## config.mk

```make
export PLATFORM = sky130hd
export DESIGN_NAME = qhc_counter
export DESIGN_NICKNAME = d
export VERILOG_FILES = /design/src/pkg/qhc_pkg.sv /design/src/verilog/qhc_counter.sv
export SDC_FILE = /design/constraint.sdc
export NUM_CORES = 1
export LEC_CHECK = 0
export BUFFER_PORTS_ARGS = -buffer_cell sky130_fd_sc_hd__buf_2
export CORE_MARGIN = 2
export CORE_UTILIZATION = 25
export CTS_BUF_LIST = sky130_fd_sc_hd__clkbuf_4 sky130_fd_sc_hd__clkbuf_8
export DETAILED_ROUTE_END_ITERATION = 6
export PLACE_DENSITY_LB_ADDON = 0.25
export SLEW_MARGIN = 0
export SYNTH_ARGS = -nofsm -noshare
export SYNTH_HDL_FRONTEND = slang
export SYNTH_SLANG_ARGS = --single-unit
```

## constraint.sdc

```tcl
create_clock -name i_core_clk -period 5 [get_ports i_core_clk]
set_input_delay 1 -clock i_core_clk [delete_from_list [all_inputs] [get_ports i_core_clk]]
set_output_delay 1 -clock i_core_clk [all_outputs]
set_load 0.03 [all_outputs]
```

## src/pkg/qhc_pkg.sv

```systemverilog
// Package: register map, field positions, reset values and mode codes of the quadrature counter
package qhc_pkg;
   localparam int          DATA_W        = 32;
   localparam int          ADDR_W        = 4;
   // Register offsets (word addresses)
   localparam logic [3:0]  OFF_ACC       = 4'h0;
   localparam logic [3:0]  OFF_UPPER     = 4'h1;
   localparam logic [3:0]  OFF_LOWER     = 4'h2;
   localparam logic [3:0]  OFF_CEILING   = 4'h3;
   localparam logic [3:0]  OFF_FLOOR     = 4'h4;
   localparam logic [3:0]  OFF_CTRL      = 4'h5;
   localparam logic [3:0]  OFF_STATUS    = 4'h6;
   localparam logic [3:0]  OFF_LOAD      = 4'h7;
   localparam logic [3:0]  OFF_INPUTS    = 4'h8;
   // Control fields
   localparam int          CTRL_CE_BIT   = 0;
   localparam int          CTRL_SP_BIT   = 1;
   localparam int          CTRL_MODE_LSB = 4;
   localparam int          MODE_W        = 3;
   // Status fields, write one to clear
   localparam int          ST_HIGH_BIT   = 0;
   localparam int          ST_LOW_BIT    = 1;
   localparam int          ST_OVF_BIT    = 2;
   localparam int          ST_UNF_BIT    = 3;
   localparam int          ST_ERR_BIT    = 4;
   localparam int          ST_W          = 5;
   // Modes
   localparam logic [2:0]  MODE_UP       = 3'h0;
   localparam logic [2:0]  MODE_UP_RH    = 3'h1;
   localparam logic [2:0]  MODE_QUAD     = 3'h6;
   localparam logic [2:0]  MODE_QUAD_RH  = 3'h7;
   // Reset values
   localparam logic [31:0] RST_ZERO      = 32'h0000_0000;
   localparam logic [31:0] RST_CEILING   = 32'h7fff_ffff;
   localparam logic [31:0] RST_FLOOR     = 32'h8000_0000;
   localparam logic [2:0]  RST_MODE      = 3'h6;
endpackage

```

## src/verilog/qhc_counter.sv

```systemverilog
// Quadrature high-speed counter with presets, wrap limits and register port
`timescale 1ns/1ps
`default_nettype none

// Functional notes
// Direction follows phase order: A leads B counts up, B leads A down.
// Count enabled and A leading: add one per qualifying A transition.
// Count enabled and B leading: subtract one per qualifying A transition.
// Mode 6 uses terminal 0 as A, terminal 1 as B; 2,3 unused.
// Mode 7 adds index reset on terminal 2 and hold on terminal 3.
// Mode 7 index active clears accumulator regardless of count enable.
// Accumulator holds when disabled, held in mode 7, or phases static.
// Accumulator is 32-bit signed, readable and writable by software.
// Modes 0 and 1 clear accumulator at high preset or overflow; the accumulator counts only in modes 6 and 7, so this clear never fires.
// Interrupt flag when accumulator reaches high preset.
// Interrupt flag when accumulator reaches low preset.
// Rising edge of set-parameters bit loads stored parameters into the counter.
// Program may instead load presets by the load instruction register.
// Error when loaded high preset exceeds overflow limit.
// Error when loaded low preset is below underflow limit.
// Increment past ceiling flags overflow and continues from floor.
// Program keeps ceiling above floor within signed 32-bit range.
// Error when loaded ceiling is not strictly above high preset.
// Program loads a new ceiling only through a set-parameters edge.
// All four input terminals stay readable whatever the counter mode.
// Decrement past floor flags underflow and continues from ceiling.
module qhc_counter (
   input  wire logic        i_core_clk,
   input  wire logic        i_resetn,
   input  wire logic [3:0]  i_terminals,
   input  wire logic [3:0]  i_addr,
   input  wire logic [31:0] i_wdata,
   input  wire logic        i_wr,
   input  wire logic        i_rd,
   output logic      [31:0] o_rdata,
   output logic             o_high_hit,
   output logic             o_low_hit,
   output logic             o_overflow,
   output logic             o_underflow,
   output logic             o_error
);
   // Three-stage input synchroniser
   logic [3:0]         sync1_q;
   logic [3:0]         sync2_q;
   logic [3:0]         sync3_q;
   logic [3:0]         pin_q;
   // Software file and working copies
   logic signed [31:0] acc_q;
   logic signed [31:0] sw_upper_q;
   logic signed [31:0] sw_lower_q;
   logic signed [31:0] sw_ceil_q;
   logic signed [31:0] sw_floor_q;
   logic signed [31:0] upper_q;
   logic signed [31:0] lower_q;
   logic signed [31:0] ceil_q;
   logic signed [31:0] floor_q;
   logic               ce_q;
   logic               sp_q;
   logic               sp_prev_q;
   logic [2:0]         mode_q;
   logic [4:0]         status_q;
   logic               high_d;
   logic               low_d;
   logic               ovf_d;
   logic               unf_d;
   logic               err_d;
   logic               sp_rise;
   logic               load_ins;
   logic               a_edge;
   logic               cnt_up;
   logic               cnt_dn;
   logic               hold;
   logic               index;
   logic               quad;
   logic signed [31:0] acc_d;

   always_ff @(posedge i_core_clk) begin
      if (!i_resetn) begin
         sync1_q <= 4'h0;
         sync2_q <= 4'h0;
         sync3_q <= 4'h0;
         pin_q   <= 4'h0;
      end else begin
         sync1_q <= i_terminals;
         sync2_q <= sync1_q;
         sync3_q <= sync2_q;
         for (int i = 0; i < 4; i++) begin
            if (sync2_q[i] == sync3_q[i]) begin
               pin_q[i] <= sync3_q[i];
            end
         end
      end
   end

   // Previous filtered phase levels for edge detection
   logic [1:0] phase_prev_q;
   always_ff @(posedge i_core_clk) begin
      if (!i_resetn) begin
         phase_prev_q <= 2'h0;
      end else begin
         phase_prev_q <= pin_q[1:0];
      end
   end

   always_comb begin
      quad     = (mode_q == qhc_pkg::MODE_QUAD) || (mode_q == qhc_pkg::MODE_QUAD_RH);
      a_edge   = pin_q[0] != phase_prev_q[0];
      // A rising with B low, or A falling with B high: A leads B
      cnt_up   = a_edge && (pin_q[0] ^ pin_q[1]);
      cnt_dn   = a_edge && !(pin_q[0] ^ pin_q[1]);
      index    = (mode_q == qhc_pkg::MODE_QUAD_RH) && pin_q[2];
      hold     = (mode_q == qhc_pkg::MODE_QUAD_RH) && pin_q[3];
      sp_rise  = sp_q && !sp_prev_q;
      load_ins = i_wr && (i_addr == qhc_pkg::OFF_LOAD);
   end

   // Accumulator next value with wrap and preset detection
   always_comb begin
      acc_d  = acc_q;
      high_d = 1'b0;
      low_d  = 1'b0;
      ovf_d  = 1'b0;
      unf_d  = 1'b0;
      if (index) begin
         acc_d = qhc_pkg::RST_ZERO;
      end else if (ce_q && !hold && quad && cnt_up) begin
         if (acc_q >= ceil_q) begin
            acc_d = floor_q;
            ovf_d = 1'b1;
         end else begin
            acc_d = acc_q + 32'sd1;
         end
      end else if (ce_q && !hold && quad && cnt_dn) begin
         if (acc_q <= floor_q) begin
            acc_d = ceil_q;
            unf_d = 1'b1;
         end else begin
            acc_d = acc_q - 32'sd1;
         end
      end
      if (acc_d != acc_q && acc_d == upper_q) begin
         high_d = 1'b1;
      end
      if (acc_d != acc_q && acc_d == lower_q) begin
         low_d = 1'b1;
      end
      if ((mode_q == qhc_pkg::MODE_UP || mode_q == qhc_pkg::MODE_UP_RH) && (high_d || ovf_d)) begin
         acc_d = qhc_pkg::RST_ZERO;
      end
   end

   always_ff @(posedge i_core_clk) begin
      if (!i_resetn) begin
         acc_q <= qhc_pkg::RST_ZERO;
      end else if (i_wr && i_addr == qhc_pkg::OFF_ACC) begin
         acc_q <= i_wdata;
      end else begin
         acc_q <= acc_d;
      end
   end

   // Software parameter file and control bits
   always_ff @(posedge i_core_clk) begin
      if (!i_resetn) begin
         sw_upper_q <= qhc_pkg::RST_ZERO;
         sw_lower_q <= qhc_pkg::RST_ZERO;
         sw_ceil_q  <= qhc_pkg::RST_CEILING;
         sw_floor_q <= qhc_pkg::RST_FLOOR;
         ce_q       <= 1'b0;
         sp_q       <= 1'b0;
         mode_q     <= qhc_pkg::RST_MODE;
      end else if (i_wr) begin
         unique case (i_addr)
            qhc_pkg::OFF_UPPER:   sw_upper_q <= i_wdata;
            qhc_pkg::OFF_LOWER:   sw_lower_q <= i_wdata;
            qhc_pkg::OFF_CEILING: sw_ceil_q  <= i_wdata;
            qhc_pkg::OFF_FLOOR:   sw_floor_q <= i_wdata;
            qhc_pkg::OFF_CTRL: begin
               ce_q   <= i_wdata[qhc_pkg::CTRL_CE_BIT];
               sp_q   <= i_wdata[qhc_pkg::CTRL_SP_BIT];
               mode_q <= i_wdata[qhc_pkg::CTRL_MODE_LSB +: qhc_pkg::MODE_W];
            end
            default: begin
            end
         endcase
      end
   end

   always_ff @(posedge i_core_clk) begin
      if (!i_resetn) begin
         sp_prev_q <= 1'b0;
      end else begin
         sp_prev_q <= sp_q;
      end
   end

   // Working parameters; load instruction copies presets from sw_upper_q and sw_lower_q
   always_ff @(posedge i_core_clk) begin
      if (!i_resetn) begin
         upper_q <= qhc_pkg::RST_ZERO;
         lower_q <= qhc_pkg::RST_ZERO;
         ceil_q  <= qhc_pkg::RST_CEILING;
         floor_q <= qhc_pkg::RST_FLOOR;
      end else if (sp_rise) begin
         upper_q <= sw_upper_q;
         lower_q <= sw_lower_q;
         ceil_q  <= sw_ceil_q;
         floor_q <= sw_floor_q;
      end else if (load_ins) begin
         upper_q <= sw_upper_q;
         lower_q <= sw_lower_q;
      end
   end

   // Parameter consistency check on each load
   always_comb begin
      err_d = 1'b0;
      if (sp_rise) begin
         err_d = (sw_upper_q > sw_ceil_q) || (sw_lower_q < sw_floor_q) || !(sw_ceil_q > sw_upper_q);
      end else if (load_ins) begin
         err_d = (sw_upper_q > ceil_q) || (sw_lower_q < floor_q);
      end
   end

   // Sticky status, write one to clear, set wins over clear
   logic [4:0] st_set;
   logic [4:0] st_clr;
   always_comb begin
      st_set = {err_d, unf_d, ovf_d, low_d, high_d};
      st_clr = (i_wr && i_addr == qhc_pkg::OFF_STATUS) ? i_wdata[4:0] : 5'h00;
   end

   always_ff @(posedge i_core_clk) begin
      if (!i_resetn) begin
         status_q <= 5'h00;
      end else begin
         status_q <= (status_q & ~st_clr) | st_set;
      end
   end

   always_ff @(posedge i_core_clk) begin
      if (!i_resetn) begin
         o_high_hit  <= 1'b0;
         o_low_hit   <= 1'b0;
         o_overflow  <= 1'b0;
         o_underflow <= 1'b0;
         o_error     <= 1'b0;
      end else begin
         o_high_hit  <= high_d;
         o_low_hit   <= low_d;
         o_overflow  <= ovf_d;
         o_underflow <= unf_d;
         o_error     <= err_d;
      end
   end

   // Read port, data one cycle after the strobe
   always_ff @(posedge i_core_clk) begin
      if (!i_resetn) begin
         o_rdata <= 32'h0000_0000;
      end else if (i_rd) begin
         unique case (i_addr)
            qhc_pkg::OFF_ACC:     o_rdata <= acc_q;
            qhc_pkg::OFF_UPPER:   o_rdata <= sw_upper_q;
            qhc_pkg::OFF_LOWER:   o_rdata <= sw_lower_q;
            qhc_pkg::OFF_CEILING: o_rdata <= sw_ceil_q;
            qhc_pkg::OFF_FLOOR:   o_rdata <= sw_floor_q;
            qhc_pkg::OFF_CTRL:    o_rdata <= {25'h0, mode_q, 2'h0, sp_q, ce_q};
            qhc_pkg::OFF_STATUS:  o_rdata <= {27'h0, status_q};
            qhc_pkg::OFF_INPUTS:  o_rdata <= {28'h0, pin_q};
            default:              o_rdata <= 32'h0000_0000;
         endcase
      end else begin
         o_rdata <= 32'h0000_0000;
      end
   end

   // Assertions
   a_index_clear: assert property (@(posedge i_core_clk) disable iff (!i_resetn)
      (index && !(i_wr && i_addr == qhc_pkg::OFF_ACC)) |=> acc_q == 0)
      else $error("index did not clear accumulator");
   a_hold_acc: assert property (@(posedge i_core_clk) disable iff (!i_resetn)
      (!ce_q && !index && !(i_wr && i_addr == qhc_pkg::OFF_ACC)) |=> $stable(acc_q))
      else $error("accumulator moved while disabled");
   a_count_up: assert property (@(posedge i_core_clk) disable iff (!i_resetn)
      (cnt_up && ce_q && !hold && !index && quad && acc_q < ceil_q && !i_wr) |=> acc_q == $past(acc_q) + 1)
      else $error("up count missing");
   a_count_down: assert property (@(posedge i_core_clk) disable iff (!i_resetn)
      (cnt_dn && ce_q && !hold && !index && quad && acc_q > floor_q && !i_wr) |=> acc_q == $past(acc_q) - 1)
      else $error("down count missing");
   a_wrap_over: assert property (@(posedge i_core_clk) disable iff (!i_resetn)
      o_overflow |-> status_q[qhc_pkg::ST_OVF_BIT])
      else $error("overflow not latched");
   a_wrap_under: assert property (@(posedge i_core_clk) disable iff (!i_resetn)
      o_underflow |-> $past(acc_q) <= $past(floor_q))
      else $error("underflow without floor crossing");
   a_param_load: assert property (@(posedge i_core_clk) disable iff (!i_resetn)
      sp_rise |=> ceil_q == $past(sw_ceil_q) && upper_q == $past(sw_upper_q))
      else $error("parameters not loaded on edge");
   a_ceiling_err: assert property (@(posedge i_core_clk) disable iff (!i_resetn)
      (sp_rise && !(sw_ceil_q > sw_upper_q)) |=> o_error ##0 status_q[qhc_pkg::ST_ERR_BIT])
      else $error("ceiling error not flagged");
   a_high_flag: assert property (@(posedge i_core_clk) disable iff (!i_resetn)
      o_high_hit |-> status_q[qhc_pkg::ST_HIGH_BIT])
      else $error("high preset flag missing");
   a_low_flag: assert property (@(posedge i_core_clk) disable iff (!i_resetn)
      o_low_hit |-> status_q[qhc_pkg::ST_LOW_BIT])
      else $error("low preset flag missing");
   a_unf_flag: assert property (@(posedge i_core_clk) disable iff (!i_resetn)
      o_underflow |-> status_q[qhc_pkg::ST_UNF_BIT])
      else $error("underflow not latched");
   a_rdata_idle: assert property (@(posedge i_core_clk) disable iff (!i_resetn)
      !$past(i_rd) |-> o_rdata == 32'h0000_0000)
      else $error("read data outside read cycle");
   a_load_ins: assert property (@(posedge i_core_clk) disable iff (!i_resetn)
      (load_ins && !sp_rise) |=> upper_q == $past(sw_upper_q) && lower_q == $past(sw_lower_q))
      else $error("load instruction did not copy presets");
   a_upper_err: assert property (@(posedge i_core_clk) disable iff (!i_resetn)
      (sp_rise && sw_upper_q > sw_ceil_q) |=> o_error)
      else $error("high preset error not flagged");
   a_lower_err: assert property (@(posedge i_core_clk) disable iff (!i_resetn)
      (sp_rise && sw_lower_q < sw_floor_q) |=> o_error)
      else $error("low preset error not flagged");
   a_input_read: assert property (@(posedge i_core_clk) disable iff (!i_resetn)
      (i_rd && i_addr == qhc_pkg::OFF_INPUTS) |=> o_rdata == {28'h0, $past(pin_q)})
      else $error("input terminals not readable");
   c_up: cover property (@(posedge i_core_clk) disable iff (!i_resetn) cnt_up && ce_q);
   c_down: cover property (@(posedge i_core_clk) disable iff (!i_resetn) cnt_dn && ce_q);
   c_error: cover property (@(posedge i_core_clk) disable iff (!i_resetn) o_error);
   c_wrap: cover property (@(posedge i_core_clk) disable iff (!i_resetn) o_overflow);
   c_index: cover property (@(posedge i_core_clk) disable iff (!i_resetn) index);
endmodule

`default_nettype wire

```

Yosys cells after proc, flatten, opt, wreduce, memory -nomap -nowiden
Index checks and enable logic that the tools add are counted.
Word-level totals
  bits of input ports: 44
  register bits: 353
  logic and storage cells: 118
  output and inout bits: 37
Operators by class
  bitwise logic cells: 4
  reductions and logical operators: 34
  add/subtract/negate cells: 2
  equal/unequal tests: 19
  mux-type cells: 24
  $lt $le $gt $ge: 7
Operators by type and width (number)
  $mux 32: 11
  $pmux 32 s8: 1
  $gt 32x32->1: 3
  $eq 32x32->1: 2
  $lt 32x32->1: 2
  $add 32x2->32 const B: 1
  $ge 32x32->1: 1
  $le 32x32->1: 1
  $ne 32x32->1: 1
  $sub 32x2->32 const B: 1
  $eq 4x3->1 const B: 4
  $logic_and 1x1->1: 15
  $reduce_and 2->1: 6
  $mux 1: 11
  $eq 4x2->1 const B: 2
  $eq 3x3->1 const B: 2
  $logic_or 1x1->1: 6
  $and 5x5->5: 1
  $mux 5: 1
  $not 5->5: 1
  $or 5x5->5: 1
  $eq 1x1->1: 4
  $eq 4x1->1 const B: 1
  $eq 4x4->1 const B: 1
  other kinds (7): 10

Depth between registers and ports, before layout
Gate-level depths: netlist of the first run.
  depth in word-level cells: 16
  mapped depth: 18
  gate-level depth less buffers: 15

Worst setup path before layout of the first run
Ideal clock, no wire load.
  path type: reg2reg
  start point: reg acc_q[0]
  end point: reg status_q[0]
  arrival time: 4.190 ns
  stages on the path, launching flop included: 19
  library setup time: 0.115 ns
  data required time: 4.885 ns
  path slack: 0.694 ns
  buffers on the path: 3
  period minus slack after synthesis: 4.306 ns
  cell sequence: dfxtp_1 -> clkbuf_1 -> inv_1 -> ha_1 -> nand4_1 -> nor4_1 -> a21oi_1 -> a21boi_4 -> or4_1 -> buf_4 -> buf_6 -> mux2i_2 -> nor4_1 -> xnor2_1 -> o2111ai_1 -> nor4_1 -> a41oi_2 -> and4_4 -> a31o_1
On the way
  word-level cells in the longest chain between the ends: 9
  elaborated cells on any way between the ends: 14
  those cells by class: add/sub: 2; order compare: 2; eq/ne: 2; mux: 6; bitwise: 1; reduce/logical: 1
RTL lines
  start, declared: RTL line qhc_counter.sv:48  | logic signed [31:0] acc_q;
  start signal, assigned: RTL line qhc_counter.sv:154  | acc_q <= qhc_pkg::RST_ZERO;
  start signal, assigned: RTL line qhc_counter.sv:156  | acc_q <= i_wdata;
  $sub 32x2->32 or $le 32x32->1 (tied branches): RTL line qhc_counter.sv:138, qhc_counter.sv:134
  $mux 32: RTL line qhc_counter.sv:134  | if (acc_q <= floor_q) begin
  $mux 32: RTL line qhc_counter.sv:133  | end else if (ce_q && !hold && quad && cnt_dn) begin
  $mux 32: RTL line qhc_counter.sv:126  | end else if (ce_q && !hold && quad && cnt_up) begin
  $mux 32: RTL line qhc_counter.sv:124  | if (index) begin
  $ne 32x32->1 or $eq 32x32->1 (tied branches): RTL line qhc_counter.sv:141  | if (acc_d != acc_q && acc_d == upper_q) begin
  $logic_and 1x1->1 (*): RTL line qhc_counter.sv:141
  $mux 1 (*): RTL line qhc_counter.sv:141
  $or 5x5->5 (*): RTL line qhc_counter.sv:237  | status_q <= (status_q & ~st_clr) | st_set;
  end signal, assigned: RTL line qhc_counter.sv:237
  end, declared: RTL line qhc_counter.sv:61  | logic [4:0] status_q;
Mark *: on every way between the ends. The rest lies on a longest branch, timed or not.
A chain may end at the register's enable or synchronous reset.

Worst setup path in the final report of the first run
  start point: reg ceil_q[26]
  end point: reg status_q[1]
On the way
  word-level cells in the longest chain between the ends: 8
  elaborated cells on any way between the ends: 11
  those cells by class: order compare: 1; eq/ne: 2; mux: 6; bitwise: 1; reduce/logical: 1
RTL lines
  start, declared: RTL line qhc_counter.sv:55  | logic signed [31:0] ceil_q;
  start signal, assigned: RTL line qhc_counter.sv:202  | ceil_q <= qhc_pkg::RST_CEILING;
  start signal, assigned: RTL line qhc_counter.sv:207  | ceil_q <= sw_ceil_q;
  $ge 32x32->1 or $mux 32 (tied branches): RTL line qhc_counter.sv:127, qhc_counter.sv:134
  $mux 32, on equally long branches: RTL line qhc_counter.sv:127, qhc_counter.sv:133
  $mux 32 (*): RTL line qhc_counter.sv:126
  $mux 32 (*): RTL line qhc_counter.sv:124
  $ne 32x32->1 or $eq 32x32->1 (tied branches): RTL line qhc_counter.sv:144  | if (acc_d != acc_q && acc_d == lower_q) begin
  $logic_and 1x1->1 (*): RTL line qhc_counter.sv:144
  $mux 1 (*): RTL line qhc_counter.sv:144
  $or 5x5->5 (*): RTL line qhc_counter.sv:237
Marked as above.

==> results.json, run 1 <==
{
  "yosysWarnings": 0,
  "worstRegToRegCells": 16,
  "grt_usage_pct": 21.5,
  "cts_resized": 0,
  "finalSetupViolCount": 0,
  "rr_endpoint": "status_q[1]",
  "dp_hpwl_um": 71300,
  "worstPathArrival_ns": 5.39,
  "numCtsBuffers": 67,
  "start_util_pct": 25.3,
  "die_x_um": 298,
  "timing.rr.start": "ceil_q[26]",
  "hold_end": "sync2_q[2]",
  "synth_seq_area_share_pct": 32.7,
  "worstSetupStartpointType": "flop",
  "cts_tree": "yes",
  "die_area_mm2": 0.0888,
  "synth_edf_count": 0,
  "final_cell_mix": "623 x nand2_1, 353 x dfxtp_1, 322 x a21oi_1",
  "layout_commonest_cell": "nand2_1",
  "cp.required_ns": 5.63,
  "ff2ff_setup_slack_ns": 0.24,
  "ant_nets": 0,
  "slowest_stage": "a32oi_1",
  "cp_max_fo": 7,
  "cap_viol_max_count": 0,
  "status": "finished clean",
  "drive_above_1_share_pct": 14.1,
  "synth_seq_cells": 353,
  "power_density_mw_per_mm2": 256,
  "wl_per_cell_um": 23.9,
  "fin_cells": 4089,
  "num_io_pins": 81,
  "drv_slew": 0,
  "crit_chain": "inv_1 > ha_1 > nand4_1 > nor2_1 > a32oi_1 > nand3_1 > o21a_1 > buf_12 > nor2_1 > buf_4 > a21boi_2 > xnor2_1 > nand4_1 > a2111oi_0 > and4_4 > a31o_1",
  "fin_crit_sh_pct": 95.3,
  "grt_max_degree": 106,
  "grt_pass1_vias": 20500,
  "rows": 107,
  "startpoint": "ceil_q[26]",
  "antenna_found_initial": 1,
  "dr.pass1.iters": 6,
  "synth_flop_cell": "dfxtp_1",
  "wl_um": 97700,
  "clk_latency_ns": 0.69,
  "min_path_type": "reg2reg",
  "vias_per_cell": 5.19,
  "clock-root-buffer": "clkbuf_8",
  "netlist_instances": 2785,
  "finalClockSkew_ns": 0.0485,
  "drt_iter0_drc": 1854,
  "cts_buffer_depth": 3,
  "port_buffers": 80,
  "design_area_mm2": 0.0254,
  "p_leak_nw": 9.99,
  "die_h_um": 298,
  "cts.clk_slew.worst_paths_ns": 0.07,
  "cts_sinks": 353,
  "syn_area_mm2": 0.0216,
  "min_from": "sync1_q[2]",
  "synthesis.nets": 3021,
  "irDropWorstVdd_mv": 0.155,
  "max_freq_ghz": 0.210,
  "grt_overflow": 0,
  "synth_cell_types": 91,
  "area_growth_pct": 17.5,
  "postCtsSetupBuffers": 0,
  "rsz0062_at_grt": "false",
  "avgSynthCellArea_um2": 7.76,
  "worst_pin_slew_ns": 1.11,
  "relSlewSlack_pct": 25.8,
  "placedCellCount": 3971,
  "min_path_cells": 1,
  "place_congestion": 0.986,
  "drc": 0,
  "crit_type": "reg2reg",
  "setup-tns-final_ns": 0,
  "final_nets": 3132,
  "hold_viol": 0,
  "grt_pass1_wl_um": 144000,
  "end_kind": "flop",
  "vias": 21200,
  "synthArstFlopShare_pct": 0,
  "cts_htree_levels": 3,
  "post_dp_cell_area_mm2": 0.0240,
  "holdWs_ns": 0.444,
  "power_mw": 6.51,
  "hold_buffers": 0,
  "core_mm2": 0.0854,
  "period_minus_slack_ns": 4.76,
  "crit_path_max_incr_delay_ns": 0.64
}
==> critical path, delay by kind of cell, from the launching register on <==
kind                       cells  cell delay [ns]
AOI/OAI and AO/OA              5             1.48
and+or+nand+nor                6             1.46
buffers and inverters          3             0.57
DFF                            1             0.48
xor gates and xnor gates       1             0.41
adders and majority gates      1             0.31
==> where the power goes <==
part           total, mW  internal (mW)  switching, mW
registers           2.90           2.85         0.0511
logic              0.512          0.159          0.353
clock network       3.10           1.69           1.41
total               6.51           4.70           1.81
==> flip-flops by register name, indices dropped and copies added, names as in the netlist, 4 cells and up <==
signal / count
acc_q: 32
ceil_q: 32
floor_q: 32
lower_q: 32
o_rdata: 32
pin_q: 4
status_q: 5
sw_ceil_q: 32
sw_floor_q: 32
sw_lower_q: 32
sw_upper_q: 32
sync1_q: 4
sync2_q: 4
sync3_q: 4
upper_q: 32
==> through the flow <==
stage | util (%) | worst slack (ns)
floorplan | - | 0.694
global placement | 28.1 | 0.282
detailed placement | 28.1 | 0.241
CTS | 29.7 | 0.227
global route | 29.7 | 0.00368
finish | 29.7 | 0.236
==> layout make-up <==
class,instances,area [um2]
fillers,9371,60000
inverters,140,533
repair buffers,222,1570
well taps,1144,1430
flip-flops and latches,353,7070
clock buffers,101,1280
clock inverters,16,125
multi-input cells,2112,13400
diodes,1,2.50
==> synthesized netlist by cell type, drive strengths merged, types with 5 or more instances <==
library cell	instances	share of area, %
clkbuf	150	2.6
xnor2	76	3.1
nand2b	24	0.69
o221a	5	0.26
nand4	61	1.8
a21oi	324	7.6
nor4	30	1.2
xor2	57	2.3
or2	8	0.23
o211ai	44	1.5
o31ai	5	0.17
dfxtp	353	33
mux2	5	0.26
and3	9	0.26
or3	12	0.35
a211oi	11	0.41
inv	140	2.4
o2111ai	15	0.67
nor3	51	1.3
or4	6	0.23
nor2b	21	0.61
o21ai	67	1.6
a2111oi	14	1.0
a221oi	11	0.50
and4	9	0.39
nand3	77	1.8
mux2i	38	1.8
and2	20	0.58
buf	30	0.75
nand2	623	11
a31o	5	0.20
a32oi	5	0.20
ha	192	11
a21o	38	1.3
nor2	100	1.7
a31oi	31	0.93
a22oi	53	1.8
a222oi	9	0.42
o21a	11	0.38
==> cell families after synthesis <==
family	share of synthesized area [%]
xor+xnor	5.39
buf+inv	5.79
simple gates	22.5
compound gates	20.4
fa+ha+maj	11.1
mux	2.07
flops	32.7
==> metal layers <==
| layer | routed length (um) | share of wire, % | up-vias | track usage [%] |
|---|---|---|---|---|
| met5 | 0 | 0 | - | 0 |
| met4 | 4060 | 4.2 | 0 | 9.25 |
| met3 | 5420 | 5.6 | 177 | 3.35 |
| met2 | 45500 | 47 | 750 | 35.3 |
| met1 | 42700 | 44 | 10300 | 27.9 |
| li1 | - | - | 10000 | - |
==> worst max path at each step <==
stage | depth (start not counted) | endpoint
5_1_grt | 18 | status_q[1]
3_3_place_gp | 14 | status_q[0]
3_5_place_dp | 16 | status_q[1]
2_1_floorplan | 18 | status_q[0]
6_report | 16 | status_q[1]
4_1_cts | 16 | status_q[1]
Note: power is estimated with default switching activity, not from simulation.
==> inputs of run 2 (changes only) <==
--- a/config.mk
+++ b/config.mk
@@ -11,7 +11,7 @@
 export CTS_BUF_LIST = sky130_fd_sc_hd__clkbuf_4 sky130_fd_sc_hd__clkbuf_8
 export DETAILED_ROUTE_END_ITERATION = 6
 export PLACE_DENSITY_LB_ADDON = 0.25
-export SLEW_MARGIN = 0
+export SETUP_SLACK_MARGIN = 0.3
 export SYNTH_ARGS = -nofsm -noshare
 export SYNTH_HDL_FRONTEND = slang
 export SYNTH_SLANG_ARGS = --single-unit
==> results.json, run 2 (synthesis results as in run 1) <==
{
  "status": "finished clean",
  "area_growth_pct": 18.3,
  "rsz0062_at_grt": "false",
  "finalSetupViolCount": 0,
  "layout_commonest_cell": "nand2_1",
  "p_leak_nw": 10.1,
  "numCtsBuffers": 67,
  "period_minus_slack_ns": 4.60,
  "antenna_found_initial": 1,
  "clock-root-buffer": "clkbuf_8",
  "fin_crit_sh_pct": 92.0,
  "num_io_pins": 81,
  "power_density_mw_per_mm2": 255,
  "startpoint": "ceil_q[26]",
  "min_path_type": "reg2reg",
  "rows": 107,
  "cp_common_cell": "nand4_1",
  "ant_nets": 0,
  "final_cell_mix": "623 x nand2_1, 351 x dfxtp_1, 322 x a21oi_1",
  "crit_type": "reg2reg",
  "place_congestion": 0.986,
  "cts_htree_levels": 3,
  "slowest_stage": "or4_1",
  "hold_buffers": 0,
  "dr.pass1.iters": 6,
  "vias_per_cell": 5.21,
  "cp_max_fo": 10,
  "crit_chain": "inv_1 > ha_1 > nand4_1 > nor2_1 > a2111oi_4 > nand2_1 > or4_1 > o2111ai_1 > nor3_1 > a221oi_1 > nand4_1 > a211o_1 > nor4_1 > and4_4 > a31o_1",
  "grt_pass1_vias": 20500,
  "cts.clk_slew.worst_paths_ns": 0.07,
  "grt_pass1_wl_um": 143000,
  "irDropWorstVdd_mv": 0.155,
  "drc": 0,
  "worstPathArrival_ns": 5.24,
  "placedCellCount": 3971,
  "setup-tns-final_ns": 0,
  "clk_latency_ns": 0.69,
  "cpLargestDelayFamily": "simple AND/OR/NAND/NOR gates",
  "port_buffers": 80,
  "timing.rr.start": "ceil_q[26]",
  "critPathCapture": "status_q[0]",
  "cts_sinks": 353,
  "worstSetupStartpointType": "flop",
  "die_x_um": 298,
  "ff2ff_setup_slack_ns": 0.40,
  "wl_per_cell_um": 23.9,
  "finalClockSkew_ns": 0.0475,
  "grt_max_degree": 106,
  "die_area_mm2": 0.0888,
  "drt_iter0_drc": 1900,
  "cts_tree": "yes",
  "end_kind": "flop",
  "finalCoreUtilization_pct": 29.9,
  "path_depth": 15,
  "fin_cells": 4099,
  "die_h_um": 298,
  "cts_buffer_depth": 3,
  "pre_cts_ws_ns": 0.241,
  "rr_endpoint": "status_q[0]",
  "start_util_pct": 25.3,
  "worst_pin_slew_ns": 1.10,
  "vias": 21400,
  "wl_um": 98000,
  "crit_buf_inv": 1,
  "crit_path_max_incr_delay_ns": 0.60,
  "max_freq_ghz": 0.218,
  "power_mw": 6.52,
  "drive_above_1_share_pct": 14.8,
  "dp_hpwl_um": 71300,
  "hold_viol": 0,
  "relSlewSlack_pct": 26.4,
  "final_nets": 3142,
  "core_mm2": 0.0854,
  "drv_slew": 0,
  "cp.required_ns": 5.64,
  "worstRegToRegCells": 15,
  "finalWorstSetupSlack_ns": 0.402,
  "grt_overflow": 0,
  "grt_usage_pct": 21.5,
  "cap_viol_max_count": 0
}
-- run 2: layout make-up --
type / instances / area [um2]
diodes: 1 / 2.50
clock inverters: 16 / 125
flip-flops and latches: 353 / 7070
multi-input cells: 2112 / 13500
fillers: 9367 / 59800
clock buffers: 101 / 1280
inverters: 140 / 533
repair buffers: 232 / 1660
well taps: 1144 / 1430
-- run 2: timing repair --
| action | in CTS | in global routing |
|---|---|---|
| setup endpoints to repair | 2 | 4 |
| pin swaps | 0 | 10 |
| resized for setup | 1 | 19 |
| buffers inserted | 0 | 10 |
-- run 2: worst min-delay path by stage --
stage	cells after the start	startpoint	end
after CTS	1	sync1_q[2]	sync2_q[2]
after global placement	1	sync1_q[3]	sync2_q[3]
after detailed placement	1	sync1_q[2]	sync2_q[2]
after global routing	1	sync1_q[2]	sync2_q[2]
final	1	sync1_q[2]	sync2_q[2]
after floorplan	1	sync1_q[0]	sync2_q[0]
-- run 2: worst register-to-register path, cell delays in order (launching register included) --
cell	delay [ns]
dfxtp_1	0.48
inv_1	0.14
ha_1	0.31
nand4_1	0.17
nor2_1	0.13
a2111oi_4	0.59
nand2_1	0.36
or4_1	0.60
o2111ai_1	0.21
nor3_1	0.10
a221oi_1	0.35
nand4_1	0.17
a211o_1	0.30
nor4_1	0.29
and4_4	0.27
a31o_1	0.09
-- run 2: per-layer routing --
metal	part of all wire, %	track usage [%]	vias up
li1	-	-	10000
met5	0	0	-
met1	43	27.9	10300
met3	6.2	3.29	182
met4	4.2	9.20	0
met2	47	35.3	818
-- run 2: metrics by stage --
stage          cell area (um2)  hold WS (ns)
2_1_floorplan            21600         0.412
3_3_place_gp             24000         0.431
3_5_place_dp             24000         0.425
4_1_cts                  25400         0.446
5_1_grt                  25600         0.463
6_report                 25600         0.444
-- run 2: power by group --
group / internal (mW) / leakage (nW) / switching (mW)
Sequential: 2.85 / 2.85 / 0.0517
Clock: 1.69 / 0.752 / 1.41
Combinational: 0.165 / 6.47 / 0.356
==> inputs of run 3 (changes only) <==
--- a/config.mk
+++ b/config.mk
@@ -5,12 +5,14 @@
 export SDC_FILE = /design/constraint.sdc
 export NUM_CORES = 1
 export LEC_CHECK = 0
+export ABC_AREA = 1
 export BUFFER_PORTS_ARGS = -buffer_cell sky130_fd_sc_hd__buf_2
 export CORE_MARGIN = 2
 export CORE_UTILIZATION = 25
 export CTS_BUF_LIST = sky130_fd_sc_hd__clkbuf_4 sky130_fd_sc_hd__clkbuf_8
 export DETAILED_ROUTE_END_ITERATION = 6
 export PLACE_DENSITY_LB_ADDON = 0.25
+export REMOVE_ABC_BUFFERS = 1
 export SETUP_SLACK_MARGIN = 0.3
 export SYNTH_ARGS = -nofsm -noshare
 export SYNTH_HDL_FRONTEND = slang
==> results.json, run 3 <==
{
  "area_growth_pct": 15.2,
  "num_io_pins": 81,
  "pre_cts_ws_ns": 0.00929,
  "vias": 21500,
  "drv_slew": 0,
  "min_path_type": "reg2reg",
  "p_int_mw": 5.07,
  "synth_edf_count": 0,
  "nFillCells": 9637,
  "drc": 0,
  "switchingPower_mw": 1.97,
  "finalWorstSetupSlack_ns": 0.507,
  "final_nets": 3405,
  "cts_sinks": 353,
  "avgSynthCellArea_um2": 6.91,
  "place_congestion": 0.942,
  "grt_pass1_wl_um": 134000,
  "synth_top_family_by_area": "simple AND/OR/NAND/NOR gates",
  "final_cell_mix": "715 x nand2_1, 353 x dfxtp_1, 340 x a21oi_1",
  "synth.most_common_cell": "nand2_1",
  "synth_fa_ha_area_share_pct": 11.1,
  "start_util_pct": 25.3,
  "synth_compound_area_share_pct": 17.7,
  "period_minus_slack_ns": 4.49,
  "finalSetupViolCount": 0,
  "end_kind": "flop",
  "worstSetupStartpointType": "flop",
  "grt_pass1_vias": 20300,
  "finalClockSkew_ns": 0.0550,
  "die_h_um": 298,
  "status": "finished clean",
  "drive_above_1_share_pct": 9.93,
  "clock-root-buffer": "clkbuf_8",
  "rsz0062_at_grt": "false",
  "wl_um": 90500,
  "combinationalPowerShare_pct": 9.9,
  "hold_end": "sync2_q[1]",
  "core_mm2": 0.0854,
  "max_freq_ghz": 0.223,
  "cts_htree_levels": 3,
  "rr_endpoint": "status_q[0]",
  "drt_iter0_drc": 1915,
  "cp_max_fo": 25,
  "worstRegToRegCells": 23,
  "cts_tree": "yes",
  "hold_viol": 0,
  "vias_per_cell": 4.91,
  "synth_mux_area_share_pct": 0,
  "p_leak_nw": 11.2,
  "synthArstFlopShare_pct": 0,
  "cts.clk_slew.worst_paths_ns": 0.08,
  "die_x_um": 298,
  "cap_viol_max_count": 0,
  "dr.pass1.iters": 5,
  "irDropWorstVdd_mv": 0.228,
  "relSlewSlack_pct": 21.0,
  "ff2ff_setup_slack_ns": 0.51,
  "p_seq_share_pct": 42.1,
  "cp.required_ns": 5.63,
  "antenna_found_initial": 4,
  "post-synth-top-area-fraction_pct": 32.7,
  "min_path_cells": 2,
  "synthXorXnorAreaFrac_pct": 2.76,
  "synth_cell_types": 49,
  "multi_input_area_mm2": 0.0128,
  "synth_flop_cell": "dfxtp_1",
  "placedCellCount": 4240,
  "fin_cells": 4370,
  "worstPathArrival_ns": 5.13,
  "wl_per_cell_um": 20.7,
  "clkPwrFrac_pct": 48.1,
  "sw_frac_of_total_pct": 28.0,
  "yosysWarnings": 0,
  "grt_max_degree": 135,
  "clk_latency_ns": 0.69,
  "synth-simple-area-share_pct": 27.1,
  "hold_buffers": 0,
  "crit_type": "reg2reg",
  "seqCellArea_mm2": 0.00707,
  "fin_crit_sh_pct": 89.9,
  "layout_commonest_cell": "nand2_1",
  "syn_area_mm2": 0.0216,
  "cts_buffer_depth": 3,
  "die_area_mm2": 0.0887,
  "min_from": "sync1_q[1]",
  "port_buffers": 80,
  "synth_area_leaders": "dfxtp_1 33%, nand2_1 12%, ha_1 11%, a21oi_1 7.9%, inv_1 5.5%",
  "numCtsBuffers": 70,
  "yosysTopAreaCell": "dfxtp_1",
  "rows": 107,
  "ant_nets": 0,
  "grt_usage_pct": 20.0,
  "timing.rr.start": "acc_q[31]",
  "netlist_instances": 3124,
  "synth_seq_cells": 353,
  "grt_overflow": 0,
  "synth_common_cells": "718 x nand2_1, 353 x dfxtp_1, 340 x a21oi_1",
  "worst_pin_slew_ns": 1.18,
  "synth_seq_area_share_pct": 32.7,
  "power_density_mw_per_mm2": 283,
  "dp_hpwl_um": 66400
}
==> run 3: cell count changes in the layout (fill, tap and decap cells not counted), sizes merged, moves of 26 or more <==
| cell | previous run | this run |
|---|---|---|
| mux2i | 38 | 0 |
| nand3b | 2 | 30 |
| o21ai | 67 | 227 |
| nand2 | 623 | 724 |
| buf | 232 | 126 |
| a31oi | 31 | 5 |
| nand3 | 77 | 235 |
| a21o | 38 | 4 |
| inv | 143 | 327 |
| a22oi | 53 | 0 |
| xnor2 | 76 | 3 |
| nor2 | 100 | 221 |
==> run 3: worst max-delay path, stage by stage (launching register included) <==
cell	delay, ns
dfxtp_1	0.42
ha_1	0.51
nand2_1	0.12
nor2_1	0.25
nand2_1	0.24
nor4_4	0.28
buf_4	0.21
nand2_1	0.11
nand3_2	0.25
nand3_4	0.35
buf_4	0.34
inv_2	0.08
nor3_1	0.04
nor2_1	0.24
nand2_1	0.16
nand2_1	0.09
nand2_1	0.05
nor2_1	0.08
nand2_1	0.05
nor2_1	0.17
nand2_1	0.08
nor2_1	0.09
nand3_1	0.13
nand2_1	0.10
==> run 3: layout make-up <==
class / count / share of cell area [%]
Tap cell: 1144 / 5.75
Clock inverter: 17 / 0.785
Inverter: 328 / 4.96
Multi-Input combinational cell: 2289 / 51.3
Clock buffer: 109 / 5.60
Timing Repair Buffer: 127 / 3.16
Antenna cell: 3 / 0.0302
Sequential cell: 353 / 28.4
==> run 3: how the worst max path moves through the flow <==
| stage | start | to | slack, ns | cells past startpoint |
|---|---|---|---|---|
| 6_report | acc_q[31] | status_q[0] | 0.51 | 23 |
| 5_1_grt | acc_q[31] | o_high_hit | 0.33 | 23 |
| 4_1_cts | acc_q[31] | status_q[0] | 0.54 | 22 |
| 3_5_place_dp | acc_q[31] | status_q[0] | 0.009 | 22 |
| 3_3_place_gp | acc_q[31] | status_q[0] | 0.02 | 22 |
| 2_1_floorplan | sp_q | lower_q[18] | -3.53 | 7 |
==> run 3: power by group through the flow <==
stage	Sequential [mW]	Clock [mW]	Combinational, mW
detailed placement	3.02	0	0.694
global placement	3.02	0	0.693
finish	2.96	3.39	0.695
floorplan	3.00	0	0.375
global route	2.97	3.59	0.773
CTS	2.96	3.47	0.697
==> run 3: what timing repair did <==
| action | CTS | global route |
|---|---|---|
| resized for setup | 2 | 0 |
| setup endpoints to repair | 4 | 3 |
| pin swaps | 0 | 1 |
| buffers inserted | 0 | 1 |
==> run 3: layer usage <==
metal | vias to the layer above | global-route usage [%] | wire [um]
met5 | - | 0 | 0
met4 | 0 | 6.47 | 2640
met3 | 132 | 3.45 | 5570
met2 | 653 | 30.6 | 39100
met1 | 10100 | 28.3 | 43200
li1 | 10600 | - | -
==> run 3: kinds of logic (layout without fill, tap and decap cells) <==
| family | Yosys count | after routing |
|---|---|---|
| AO/OA/AOI/OAI | 696 | 696 |
| XOR/XNOR | 68 | 68 |
| adder cells (fa/ha/maj) | 192 | 192 |
| buffers and inverters | 482 | 581 |
| flip-flops | 353 | 353 |
| other | 0 | 3 |
| AND/OR/NAND/NOR | 1333 | 1333 |
==> run 3: stage by stage <==
step / utilization [%] / power (mW) / hold WS (ns) / TNS, ns / instance area [um2]
after floorplan: - / 3.37 / 0.390 / -148.35 / 21000
after global placement: 27.2 / 3.72 / 0.393 / 0 / 23300
after detailed placement: 27.2 / 3.71 / 0.396 / 0 / 23300
after CTS: 29.1 / 7.12 / 0.410 / 0 / 24900
after global routing: 29.1 / 7.34 / 0.432 / 0 / 24900
final: 29.1 / 7.04 / 0.409 / 0 / 24900
